**src/design/urma_pkg.sv**
```systemverilog
package urma_pkg;

   // ---------------------------------------------------------------
   // Register offsets
   // ---------------------------------------------------------------
   localparam logic [3:0] OFS_HOLD = 4'h0;
   localparam logic [3:0] OFS_IRQEN = 4'h1;
   localparam logic [3:0] OFS_FIFOCTL = 4'h2;
   localparam logic [3:0] OFS_LINE = 4'h3;
   localparam logic [3:0] OFS_MODEM = 4'h4;
   localparam logic [3:0] OFS_LSTAT = 4'h5;
   localparam logic [3:0] OFS_MSTAT = 4'h6;
   localparam logic [3:0] OFS_SCRATCH = 4'h7;
   localparam logic [3:0] OFS_TXLEVEL = 4'h8;
   localparam logic [3:0] OFS_RXLEVEL = 4'h9;
   localparam logic [3:0] OFS_IO_PIN_DIRECTION = 4'ha;
   localparam logic [3:0] OFS_IOLVL = 4'hb;
   localparam logic [3:0] OFS_IOIRQ = 4'hc;
   localparam logic [3:0] OFS_RSVD = 4'hd;
   localparam logic [3:0] OFS_IOCTL = 4'he;
   localparam logic [3:0] OFS_XFEAT = 4'hf;
   localparam logic [3:0] OFS_DIVLO = 4'h0;
   localparam logic [3:0] OFS_DIVHI = 4'h1;
   localparam logic [3:0] OFS_ENHF = 4'h2;
   localparam logic [3:0] OFS_RES1 = 4'h4;
   localparam logic [3:0] OFS_RES2 = 4'h5;
   localparam logic [3:0] OFS_PAU1 = 4'h6;
   localparam logic [3:0] OFS_PAU2 = 4'h7;

   // ---------------------------------------------------------------
   // Field positions and special values
   // ---------------------------------------------------------------
   localparam int LINE_DIV_BIT = 7;
   localparam logic [7:0] LINE_ENH_KEY = 8'hbf;
   localparam int ENH_EN_BIT = 4;
   localparam int MODEM_THR_EN_BIT = 2;
   localparam int FIFO_EN_BIT = 0;
   localparam int FIFO_RXRST_BIT = 1;
   localparam int FIFO_TXRST_BIT = 2;
   localparam int IOCTL_SWRST_BIT = 3;
   localparam int LINE_WLEN_HI = 1;
   localparam int LINE_WLEN_LO = 0;
   localparam int XFEAT_RXOFF_BIT = 1;
   localparam logic [7:0] IOCTL_SWRST_MASK = 8'h08;
   // Bits that only change while enhanced functions are enabled
   localparam logic [7:0] IRQEN_ENH_MASK = 8'hf0;
   localparam logic [7:0] FIFOCTL_ENH_MASK = 8'h30;
   localparam logic [7:0] MODEM_ENH_MASK = 8'he4;
   // Writable bit masks, reserved positions held at zero
   localparam logic [7:0] MODEM_WR_MASK = 8'hf7;
   localparam logic [7:0] IOCTL_WR_MASK = 8'h0b;
   localparam logic [7:0] XFEAT_WR_MASK = 8'hb7;
   localparam logic [7:0] FIFOCTL_WR_MASK = 8'hf1;
   localparam logic [7:0] BYTE_ZERO = 8'h00;

   // ---------------------------------------------------------------
   // FIFO and receiver timing
   // ---------------------------------------------------------------
   localparam int FIFO_DEPTH = 64;
   localparam int FIFO_AW = 6;
   localparam int CLK_PERIOD_NS = 25;
   localparam int FIFO_RST_CLKS = 2;
   localparam int SAMPLES_PER_BIT = 16;
   // Mid-point of the start bit and last sample of a bit, 16 samples per bit
   localparam logic [3:0] TICK_MID = 4'h7;
   localparam logic [3:0] TICK_LAST = 4'hf;
   localparam logic [6:0] FIFO_DEPTH_W = 7'h40;

   // Host access port
   typedef struct packed {
      logic wr;
      logic rd;
      logic [3:0] addr;
      logic [7:0] wdata;
   } urma_req_t;

   typedef enum logic [1:0] {URMA_RX_IDLE, URMA_RX_START, URMA_RX_DATA, URMA_RX_STOP}
      urma_rx_state_t;

endpackage : urma_pkg

```
**src/design/urma_regs.sv**
```systemverilog
`timescale 1ns/100ps
// How it works
// RULE1: General set decodes only while line-format bit 7 is zero; the code also decodes offsets 8 to 0x0f in the divisor set.
// RULE2: Divisor bytes at 0 and 1 when bit 7 set and line-format not 0xbf.
// RULE3: Enhanced set (feature control, four flow chars) only at line-format 0xbf.
// RULE4: Flow and trigger thresholds at 6 and 7 need modem bit 2 and enhanced enable.
// RULE5: Writes to enhanced-function bits ignored unless enhanced enable set.
// RULE6: Host writes zero to reserved bits and the reserved slot.
// RULE7: Host waits two clocks after FIFO reset before data access.
// RULE8: Host does not burst-read interrupt identity.
// RULE9: Receive holding store is a 64-byte first-in first-out.
// RULE10: Serial receive bits shift in, complete characters move into the FIFO.
// RULE11: Receiver character format comes from line-format control.
// RULE12: With FIFOs disabled, characters still land in entry zero only.
// RULE13: Enhanced feature control at 2: cts, rts, special, enable, flow mode.
// RULE14: Extra feature control at 0x0f: ir speed, rs485 bits, disables, 9-bit.
// RULE15: I/O control at 0x0e: software reset, pin function, input latch.
// RULE16: Reserved slot reads zero, writes dropped.
module urma_regs
   import urma_pkg::*;
(
   input wire logic sys_clk,
   input wire logic reset,
   input wire urma_req_t req,
   output logic [7:0] rdata,
   input wire logic rx_pin,
   output logic [7:0] line_format_control,
   output logic [7:0] modem_line_control,
   output logic [7:0] enhanced_feature_control,
   output logic [7:0] extra_feature_control,
   output logic [7:0] io_pin_control,
   output logic [15:0] divisor
);

   // ---------------------------------------------------------------
   // Register storage
   // ---------------------------------------------------------------
   logic [7:0] irqen_r, fifoctl_r, scratch_r, divlo_r, divhi_r;
   logic [7:0] res1_r, res2_r, pau1_r, pau2_r, thr_r, tlr_r;
   logic [7:0] io_pin_direction_r, iolvl_r, ioirq_r;
   logic [7:0] lcr_r, mcr_r, efr_r, extra_feature_control_r, ioctl_r;
   logic [7:0] fifo_mem [FIFO_DEPTH];
   logic [FIFO_AW-1:0] wptr_r, rptr_r;
   logic [6:0] count_r;
   logic [7:0] rdata_r;

   // ---------------------------------------------------------------
   // Set selection
   // ---------------------------------------------------------------
   wire enh_set = (lcr_r == LINE_ENH_KEY); // [RULE3]
   wire div_set = lcr_r[LINE_DIV_BIT] && !enh_set; // [RULE2]
   wire gen_set = !lcr_r[LINE_DIV_BIT]; // [RULE1]
   wire enh_on = efr_r[ENH_EN_BIT];
   wire thr_set = gen_set && mcr_r[MODEM_THR_EN_BIT] && enh_on; // [RULE4]
   // Upper general offsets stay reachable in the divisor set too
   wire upper = req.addr >= OFS_TXLEVEL;
   wire any_gen = gen_set || (div_set && upper);

   // Write strobes; line format stays writable from every set
   wire wr_lcr_any = req.wr && (req.addr == OFS_LINE);
   wire wr_divlo = req.wr && div_set && (req.addr == OFS_DIVLO);
   wire wr_divhi = req.wr && div_set && (req.addr == OFS_DIVHI);
   wire wr_efr = req.wr && enh_set && (req.addr == OFS_ENHF);
   wire wr_res1 = req.wr && enh_set && (req.addr == OFS_RES1);
   wire wr_res2 = req.wr && enh_set && (req.addr == OFS_RES2);
   wire wr_pau1 = req.wr && enh_set && (req.addr == OFS_PAU1);
   wire wr_pau2 = req.wr && enh_set && (req.addr == OFS_PAU2);
   wire wr_irqen = req.wr && gen_set && (req.addr == OFS_IRQEN);
   wire wr_fifo = req.wr && gen_set && (req.addr == OFS_FIFOCTL);
   wire wr_mcr = req.wr && gen_set && (req.addr == OFS_MODEM);
   wire wr_msr6 = req.wr && thr_set && (req.addr == OFS_MSTAT);
   wire wr_spr = req.wr && gen_set && (req.addr == OFS_SCRATCH);
   wire wr_spr7 = wr_spr && thr_set;
   wire wr_io_pin_direction = req.wr && any_gen && (req.addr == OFS_IO_PIN_DIRECTION);
   wire wr_iolvl = req.wr && any_gen && (req.addr == OFS_IOLVL);
   wire wr_ioirq = req.wr && any_gen && (req.addr == OFS_IOIRQ);
   wire wr_ioctl = req.wr && any_gen && (req.addr == OFS_IOCTL);
   wire wr_extra_feature_control = req.wr && any_gen && (req.addr == OFS_XFEAT);
   wire rd_rhr = req.rd && gen_set && (req.addr == OFS_HOLD);

   // Enhanced-only bits keep their value while the enable is clear
   wire [7:0] irq_keep = enh_on ? 8'h00 : IRQEN_ENH_MASK; // [RULE5]
   wire [7:0] fcr_keep = enh_on ? 8'h00 : FIFOCTL_ENH_MASK; // [RULE5]
   wire [7:0] mcr_keep = enh_on ? 8'h00 : MODEM_ENH_MASK; // [RULE5]
   wire [7:0] irqen_nxt = (irqen_r & irq_keep) | (req.wdata & ~irq_keep);
   wire [7:0] fifoctl_nxt = ((fifoctl_r & fcr_keep) | (req.wdata & ~fcr_keep))
                            & FIFOCTL_WR_MASK;
   wire [7:0] mcr_nxt = ((mcr_r & mcr_keep) | (req.wdata & ~mcr_keep)) & MODEM_WR_MASK;
   wire soft_rst = wr_ioctl && req.wdata[IOCTL_SWRST_BIT]; // [RULE15]
   wire rx_flush = soft_rst || (wr_fifo && req.wdata[FIFO_RXRST_BIT]);
   wire fifo_on = fifoctl_r[FIFO_EN_BIT];

   // ---------------------------------------------------------------
   // Control register writes
   // ---------------------------------------------------------------
   // Control registers; software reset clears them like a hard reset
   always_ff @(posedge sys_clk) begin
      if (reset || soft_rst) begin
         lcr_r <= BYTE_ZERO;
         mcr_r <= BYTE_ZERO;
         efr_r <= BYTE_ZERO;
         irqen_r <= BYTE_ZERO;
         fifoctl_r <= BYTE_ZERO;
         extra_feature_control_r <= BYTE_ZERO;
      end else begin
         if (wr_lcr_any) lcr_r <= req.wdata;
         if (wr_efr) efr_r <= req.wdata; // [RULE13]
         if (wr_irqen) irqen_r <= irqen_nxt;
         if (wr_fifo) fifoctl_r <= fifoctl_nxt;
         if (wr_mcr) mcr_r <= mcr_nxt;
         if (wr_extra_feature_control) extra_feature_control_r <= req.wdata & XFEAT_WR_MASK; // [RULE14]
      end
   end

   // Data registers; software reset leaves them alone
   always_ff @(posedge sys_clk) begin
      if (reset) begin
         {divlo_r, divhi_r, res1_r, res2_r, pau1_r, pau2_r} <= '0;
         {scratch_r, thr_r, tlr_r, io_pin_direction_r, iolvl_r, ioirq_r, ioctl_r} <= '0;
      end else begin
         if (wr_divlo) divlo_r <= req.wdata;
         if (wr_divhi) divhi_r <= req.wdata;
         if (wr_res1) res1_r <= req.wdata;
         if (wr_res2) res2_r <= req.wdata;
         if (wr_pau1) pau1_r <= req.wdata;
         if (wr_pau2) pau2_r <= req.wdata;
         if (wr_msr6) thr_r <= req.wdata; // [RULE4]
         if (wr_spr7) tlr_r <= req.wdata; // [RULE4]
         else if (wr_spr && !thr_set) scratch_r <= req.wdata;
         if (wr_io_pin_direction) io_pin_direction_r <= req.wdata;
         if (wr_iolvl) iolvl_r <= req.wdata;
         if (wr_ioirq) ioirq_r <= req.wdata;
         // Reset bit self-clears, so it never reads back as one
         if (wr_ioctl) ioctl_r <= req.wdata & IOCTL_WR_MASK & ~IOCTL_SWRST_MASK; // [RULE15]
      end
   end

   // ---------------------------------------------------------------
   // Receiver: synchroniser, 16x oversampling shift stage
   // ---------------------------------------------------------------
   logic rx_s1_r, rx_s2_r;
   urma_rx_state_t rx_st_r;
   logic [3:0] tick_r;
   logic [15:0] baud_r;
   logic [2:0] bit_r;
   logic [7:0] shift_r;
   logic char_done;
   // Word length picks the last data bit; receive can be switched off
   wire baud_tick = (baud_r == 16'h0000);
   wire [2:0] last_bit = {1'b1, lcr_r[LINE_WLEN_HI:LINE_WLEN_LO]}; // [RULE11]
   wire rx_enabled = !extra_feature_control_r[XFEAT_RXOFF_BIT];

   // Two flops; the pin is asynchronous and idles high
   always_ff @(posedge sys_clk) begin
      if (reset) begin
         rx_s1_r <= 1'b1;
         rx_s2_r <= 1'b1;
      end else begin
         rx_s1_r <= rx_pin;
         rx_s2_r <= rx_s1_r;
      end
   end

   // Baud prescaler from the divisor latch (zero means every clock)
   // A divisor write restarts the count, so a new rate never waits out an old one
   always_ff @(posedge sys_clk) begin
      if (reset || wr_divlo || wr_divhi) baud_r <= '0;
      else if (baud_tick) baud_r <= {divhi_r, divlo_r};
      else baud_r <= baud_r - 16'h0001;
   end

   // Character assembly; no parity bit is taken and the stop bit is timed but not sampled or checked
   always_ff @(posedge sys_clk) begin
      if (reset || soft_rst) begin
         rx_st_r <= URMA_RX_IDLE;
         tick_r <= 4'h0;
         bit_r <= 3'h0;
         shift_r <= BYTE_ZERO;
      end else if (baud_tick) begin
         tick_r <= tick_r + 4'h1;
         case (rx_st_r)
            URMA_RX_IDLE: begin
               tick_r <= 4'h0;
               if (!rx_s2_r && rx_enabled) rx_st_r <= URMA_RX_START;
            end
            URMA_RX_START: begin
               if (tick_r == TICK_MID) begin
                  tick_r <= 4'h0;
                  bit_r <= 3'h0;
                  shift_r <= BYTE_ZERO;
                  rx_st_r <= rx_s2_r ? URMA_RX_IDLE : URMA_RX_DATA;
               end
            end
            URMA_RX_DATA: begin
               if (tick_r == TICK_LAST) begin
                  shift_r[bit_r] <= rx_s2_r; // [RULE10]
                  bit_r <= bit_r + 3'h1;
                  if (bit_r == last_bit) rx_st_r <= URMA_RX_STOP;
               end
            end
            URMA_RX_STOP: begin
               if (tick_r == TICK_LAST) rx_st_r <= URMA_RX_IDLE;
            end
            default: rx_st_r <= URMA_RX_IDLE;
         endcase
      end
   end
   assign char_done = baud_tick && (rx_st_r == URMA_RX_STOP) && (tick_r == TICK_LAST);

   // ---------------------------------------------------------------
   // Receive holding FIFO
   // ---------------------------------------------------------------
   // With the FIFO off one stored character already counts as full
   wire fifo_empty = (count_r == 7'h00);
   wire fifo_full = fifo_on ? (count_r == FIFO_DEPTH_W) : !fifo_empty;
   wire push = char_done && !fifo_full; // [RULE10]
   wire pop = rd_rhr && !fifo_empty;
   wire [FIFO_AW-1:0] wr_idx = fifo_on ? wptr_r : '0; // [RULE12]
   wire [FIFO_AW-1:0] rd_idx = fifo_on ? rptr_r : '0; // [RULE12]

   // Storage has no reset; the count alone says what is valid
   always_ff @(posedge sys_clk) begin
      if (push) fifo_mem[wr_idx] <= shift_r; // [RULE9]
   end

   // Pointers wrap at the depth; overflow drops the new character
   always_ff @(posedge sys_clk) begin
      if (reset || rx_flush) begin
         wptr_r <= '0;
         rptr_r <= '0;
         count_r <= 7'h00;
      end else begin
         if (push && fifo_on) wptr_r <= wptr_r + 6'h01;
         if (pop && fifo_on) rptr_r <= rptr_r + 6'h01;
         count_r <= count_r + {6'h00, push} - {6'h00, pop}; // [RULE9]
      end
   end

   // ---------------------------------------------------------------
   // Read decode, one cycle registered
   // ---------------------------------------------------------------
   // Address decode; unmapped offsets read zero
   logic [7:0] rd_mux;
   always_comb begin
      rd_mux = BYTE_ZERO;
      if (enh_set && req.addr == OFS_LINE) rd_mux = lcr_r;
      else if (enh_set && req.addr == OFS_ENHF) rd_mux = efr_r; // [RULE3]
      else if (enh_set && req.addr == OFS_RES1) rd_mux = res1_r;
      else if (enh_set && req.addr == OFS_RES2) rd_mux = res2_r;
      else if (enh_set && req.addr == OFS_PAU1) rd_mux = pau1_r;
      else if (enh_set && req.addr == OFS_PAU2) rd_mux = pau2_r;
      else if (div_set && req.addr == OFS_DIVLO) rd_mux = divlo_r; // [RULE2]
      else if (div_set && req.addr == OFS_DIVHI) rd_mux = divhi_r;
      else if (!any_gen && !(div_set && req.addr == OFS_LINE)) rd_mux = BYTE_ZERO;
      else if (req.addr == OFS_HOLD) rd_mux = fifo_empty ? BYTE_ZERO : fifo_mem[rd_idx];
      else if (req.addr == OFS_IRQEN) rd_mux = irqen_r; // [RULE1]
      else if (req.addr == OFS_LINE) rd_mux = lcr_r;
      else if (req.addr == OFS_MODEM) rd_mux = mcr_r;
      else if (req.addr == OFS_LSTAT) rd_mux = {7'h00, !fifo_empty};
      else if (req.addr == OFS_MSTAT) rd_mux = thr_set ? thr_r : BYTE_ZERO;
      else if (req.addr == OFS_SCRATCH) rd_mux = thr_set ? tlr_r : scratch_r;
      else if (req.addr == OFS_TXLEVEL) rd_mux = {1'b0, FIFO_DEPTH_W};
      else if (req.addr == OFS_RXLEVEL) rd_mux = {1'b0, count_r};
      else if (req.addr == OFS_IO_PIN_DIRECTION) rd_mux = io_pin_direction_r;
      else if (req.addr == OFS_IOLVL) rd_mux = iolvl_r;
      else if (req.addr == OFS_IOIRQ) rd_mux = ioirq_r;
      else if (req.addr == OFS_RSVD) rd_mux = BYTE_ZERO; // [RULE16]
      else if (req.addr == OFS_IOCTL) rd_mux = ioctl_r;
      else if (req.addr == OFS_XFEAT) rd_mux = extra_feature_control_r;
   end

   // Read data holds until the next read strobe
   always_ff @(posedge sys_clk) begin
      if (reset) rdata_r <= BYTE_ZERO;
      else if (req.rd) rdata_r <= rd_mux;
   end

   // Outputs straight from flops
   assign rdata = rdata_r;
   assign line_format_control = lcr_r;
   assign modem_line_control = mcr_r;
   assign enhanced_feature_control = efr_r;
   assign extra_feature_control = extra_feature_control_r;
   assign io_pin_control = ioctl_r;
   assign divisor = {divhi_r, divlo_r};
endmodule : urma_regs

```
**config.mk**
```make
export PLATFORM = sky130hd
export DESIGN_NAME = urma_regs
export DESIGN_NICKNAME = d
export VERILOG_FILES = /design/src/design/urma_pkg.sv /design/src/design/urma_regs.sv
export SDC_FILE = /design/constraint.sdc
export NUM_CORES = 1
export LEC_CHECK = 0
export BUFFER_PORTS_ARGS = -buffer_cell sky130_fd_sc_hd__buf_2
export CAP_MARGIN = 10
export CORE_MARGIN = 5
export CORE_UTILIZATION = 40
export CTS_CLUSTER_DIAMETER = 30
export DETAILED_ROUTE_END_ITERATION = 10
export PLACE_DENSITY = 0.67
export SETUP_SLACK_MARGIN = 0.4
export SLEW_MARGIN = 5
export SYNTH_ARGS = -nofsm -noshare
export SYNTH_HDL_FRONTEND = slang
export SYNTH_SLANG_ARGS = --single-unit
export TNS_END_PERCENT = 1
```
**constraint.sdc**
```tcl
create_clock -name sys_clk -period 8.08 [get_ports sys_clk]
set_clock_uncertainty 0.1 [all_clocks]
set_input_delay 2.424 -clock sys_clk [delete_from_list [all_inputs] [get_ports sys_clk]]
set_output_delay 2.424 -clock sys_clk [all_outputs]
set_load 0.02 [all_outputs]
```
# Yosys cells after proc, flatten, opt, wreduce, memory -nomap -nowiden
# Memory sizes are Yosys's and may differ from the RTL's.
# Index checks and enable logic that the tools add are counted.
[classes] eq_ne=28 mux=54 reduce_logical=74 n_lt_le_gt_ge=3 bitwise=13 addsub=7
[ops] op="8-bit two-way mux" n=31
[ops] op="1-bit logical AND" n=51
[ops] op="8-bit AND" n=5
[ops] op="4-bit equality test (second input constant)" n=9
[ops] op="8-bit bitwise OR" n=3
[ops] op="4-bit by 3-bit equality test with 1-bit output (second input constant)" n=5
[ops] op="6-bit two-way mux" n=3
[ops] op="16-bit logical NOT" n=1
[ops] op="16-bit two-way mux" n=1
[ops] op="8-bit inverter" n=2
[ops] op="8-bit case mux with 2 select lines" n=1
[ops] op="16-bit by 1-bit subtractor with 16-bit output (second input constant)" n=1
[ops] op="6-bit by 1-bit adder with 6-bit output (second input constant)" n=2
[ops] op="2-bit two-way mux" n=6
[ops] op="2-bit != test (second input constant)" n=5
[ops] op="1-bit logical NOT" n=9
[ops] op="8-bit by 6-bit AND with 8-bit output" n=1
[ops] op="8-bit bitwise mux" n=1
[ops] op="4-bit by 2-bit equality test with 1-bit output (second input constant)" n=2
[ops] op="8-bit equality test (second input constant)" n=1
[ops] op="6-bit inverter with 8-bit output" n=1
[ops] op="2-bit case mux with 4 select lines" n=1
[ops] op="4-bit case mux with 2 select lines" n=1
[ops] op="7-bit by 1-bit adder with 7-bit output" n=1
[ops] op="25 further kinds" n=35
[totals] wordCells=210 mem_bits_rw=512 in_bits=17 regBits=202 out_inout_bits=64 mem_count=1
[memory_table] name="fifo_mem" words=64 width=8 rd=1 rd_ports_with_merged_regs=0 wr=1 line_no="urma_regs.sv:42" source="logic [7:0] fifo_mem [FIFO_DEPTH];"

# Longest topological paths before layout
[depth] ltp_word=25 depth_mapped=18 ltp_nobuf=18

# Least setup slack after synthesis
# No wires, ideal clock.
[synth_timing] kind="in2reg" from="in req[8] in the netlist's numbering" to="reg count_r[6]" setup_ns=0.128 cell_stages=16 t_required_ns=7.852 t_arrival_ns=5.001 path_slack_ns=2.851 cell_sequence="buf_2 nor4_4 a21bo_2 nor3b_4 ha_1 inv_1 ha_1 inv_1 fa_1 inv_1 a21oi_1 nor2_1 o21ai_0 a21oi_1 or3_1 a21oi_1"
[synth_via] elab_chain_len=8 elab_cells_between_ends=16 classes_between="add/sub (1); order compare (1); eq/ne (2); reduce/logical (12)"
[synth_lines] item="start: declaration" line_no="urma_regs.sv:24" source="input wire urma_req_t req,"
[synth_lines] item="branches (longest 8 deep; another with 7-bit by 1-bit subtractor with 7-bit output)"
[synth_lines] item="end signal: assignment" line_no="urma_regs.sv:235" source="count_r <= count_r + {6'h00, push} - {6'h00, pop};"
[synth_lines] item="end: declaration" line_no="urma_regs.sv:44" source="logic [6:0] count_r;"
# Parallel ways; which one is timed is not known.
# A chain may end at the register's enable or synchronous reset.

# Worst setup path after layout
[layout_timing] from="in req[9] in the netlist's numbering" to="reg count_r[6]"
# The elaborated chain is that of the path after synthesis.

==> impl_metrics.toml <==
[synth]
yosys-top-cells-area = "edfxtp_1, dfxtp_1, mux4_2"
syn-cell-area_um2 = 29900
ys_ff_latch = 710
ys_seq_area_share_pct = 64.7
async_flop_share_pct = 0
synth_ff_type = "edfxtp_1"
ys_warn_count = 0
synth_top_area_share_pct = 51.5
syn_avg_cell_area_um2 = 13.2
synthDistinctLibCells = 91
synthCells = 2269
yosys.area.top_type = "edfxtp_1"
synth-edff-count = 512

[place]
place_congestion = 0.922
port_buffers = 71
placedCellCount = 3193
hpwl_um = 52300

[sta]
max_freq_ghz = 0.193
setup_tns_ns = 0
period_share_pct = 64.2
hold_viol = 0
slew_headroom_pct = 16.7
rsz0062_at_grt = "false"
slew_viol_final = 0
final-setup-viol-count = 0
worst_pin_slew_ns = 1.25
fin_crit_ns = 5.19

[global_routing]
busiest_layer = "met2"
grt_pass1_wl_um = 127000
gr-usage-met1_pct = 27.2
grt_util_all_layers_pct = 20.4
grt_pass1_vias = 19800
antenna_found_initial = 2
grt_overflow = 0
grt_max_degree = 66
use_met3_pct = 6.11
grt_util_met2_pct = 31.6

[worst_setup_path]
worstPathCellList = "buf_2 > nor4_4 > a21bo_2 > nor3b_4 > ha_1 > inv_1 > ha_1 > inv_1 > fa_1 > inv_1 > a21oi_1 > nor2_1 > o21ai_0 > a21oi_1 > or3_1 > a21oi_1"
worstSetupPathType = "in2reg"
required_ns = 8.53
worst_setup_path_start_kind = "input pin"
cpPeakStageDelay_ns = 0.49
cp_num_buf_inv = 4
critical_path.max_fanout = 39
slowest_stage = "nor4_4"
path_delay_family = "simple AND/OR/NAND/NOR gates"
crit_path_end_kind = "flop"
arrival_ns = 5.63

[routing]
via_per_inst = 5.91
drtPass1Iterations = 9
num_vias = 20300
drtIter0Drc = 2121
routed_wl_um = 84200
wl_per_cell_um = 24.5
postRouteAntennaNets = 0
route.detailed.drc = 0

[floorplan]
start_util_pct = 40.2
io_pins = 81
rows = 100
die_h_um = 283
die_w_um = 283
dieArea_um2 = 80300
core-area_um2 = 74300

[clock_tree]
clockBufferDepth = 3
insertion_delay_ns = 0.71
clock_sinks = 710
cts_made_buffers = 131
cts_setup_buffers = 0
root_buffer = "clkbuf_16"
ctsHoldBuffers = 0
cts.clk_slew.worst_paths_ns = 0.04
cts_repair_resize_count = 0
h-tree-depth = 4
cts_tree = "built"

[power_and_ir_drop]
intPower_uw = 7730
seqPwrFrac_pct = 39.9
p_sw_share_pct = 22.1
ir_worst_vdd_v = 0.000222
p_per_area_nw_per_um2 = 279
p_switching_uw = 2190
p_clk_share_pct = 55.6
power.share.combinational_pct = 4.5
power.leakage_uw = 0.0108

[finish]
reg_top3 = "fifo_mem: 512 flops, baud_r: 16 flops"
area_growth_pct = 18.9
layout.cells.non_filler = 3432
drive_above_1_share_pct = 19.2
fin_nets = 2390
largest_reg_flops = 512
diodes = 0
fillCellCount = 6361
top_register = "fifo_mem"

[run]
maxCapViolations = 0

[run_status]
status = "complete, no violations"

[worst_hold_path]
hp-class = "reg2reg"
-- layer usage --
| metal | share of wire, % | up-vias |
|---|---|---|
| met1 | 40 | 10100 |
| li1 | - | 8850 |
| met2 | 46 | 1140 |
| met3 | 10 | 233 |
| met5 | 0.031 | - |
| met4 | 4.2 | 4 |
-- layout by cell type (no fill, tap or decap), types with 28 or more instances in the layout --
cell       Yosys  final
edfxtp_1     512    512
nand2_1      235    235
nor2_1       210    210
dfxtp_1      198    188
a21oi_1      139    139
clkbuf_16      0    136
nand3_1      129    129
mux4_2        92     92
mux2i_1       87     87
buf_2         36     70
o21ai_0       55     54
buf_4         20     36
inv_1         30     30
a211oi_1      29     29
mux2_2        28     28
-- power groups by stage --
stage | clock, µW | sequential [µW] | combinational [µW]
4_1_cts | 5570 | 3950 | 448
2_1_floorplan | 0 | 4010 | 327
3_3_place_gp | 0 | 4020 | 424
5_1_grt | 5770 | 3950 | 493
3_5_place_dp | 0 | 4020 | 444
6_report | 5520 | 3950 | 451
-- cells in the mapped netlist (21+ instances only) --
library cell and count:
a211oi_1 29, a21oi_1 139, a22oi_1 21, buf_2 36
clkbuf_1 85, dfxtp_1 198, edfxtp_1 512, inv_1 30
mux2_2 28, mux2i_1 87, mux4_2 92, nand2_1 235
nand3_1 129, nor2_1 210, nor2b_1 22, nor3_1 21
o21ai_0 55
-- layout make-up --
type / count / area (µm²) / area share [%]
clock buffers: 161 / 3560 / 10.0
multi-input cells: 1377 / 9720 / 27.4
clock inverters: 77 / 935 / 2.63
inverters: 31 / 116 / 0.327
flip-flops and latches: 710 / 19400 / 54.5
well taps: 969 / 1210 / 3.41
repair buffers: 107 / 641 / 1.80
-- path summary, 6_finish.rpt --
path / end / cells past startpoint / slack, ns / from
worst max register to register: rdata[1] / 9 / 3.60 / rptr_r[0]
worst min register to register: rx_s2_r / 1 / 0.31 / rx_s1_r
worst min-delay path: rx_s2_r / 1 / 0.31 / rx_s1_r
worst max-delay path: count_r[6] / 16 / 2.89 / req[9]
-- cells by family (layout without fill, tap and decap cells) --
family | count (synthesis) | count (layout) | synth area share, %
simple gates | 726 | 726 | 11.4
flops | 710 | 710 | 64.7
compound gates | 395 | 395 | 8.65
mux | 207 | 207 | 10.9
buf+inv | 190 | 376 | 2.89
xor+xnor | 25 | 25 | 0.733
fa+ha+maj | 15 | 15 | 0.653
other cells | 1 | 9 | 0.0126
-- through the flow --
stage | power [µW] | utilization, % | setup slack [ns] | instance area (µm²) | hold slack (ns)
floorplan | 4340 | - | 2.85 | 29900 | 0.289
global placement | 4440 | 41.7 | 2.30 | 31000 | 0.305
detailed placement | 4460 | 41.7 | 2.24 | 31000 | 0.300
CTS | 9970 | 47.8 | 2.94 | 35500 | 0.316
global route | 10200 | 47.8 | 2.69 | 35500 | 0.327
finish | 9920 | 47.8 | 2.89 | 35500 | 0.312
-- worst reg2reg max path, cell delays in order (launching register included) --
cell and delay [ns]:
dfxtp_4 0.82, buf_4 0.65, buf_4 0.66, mux4_2 0.60
nand2_1 0.12, a21oi_1 0.12, a211o_1 0.29, a211oi_1 0.60
o31a_1 0.28, o32ai_1 0.09
Note: power is estimated with default switching activity, not from simulation.
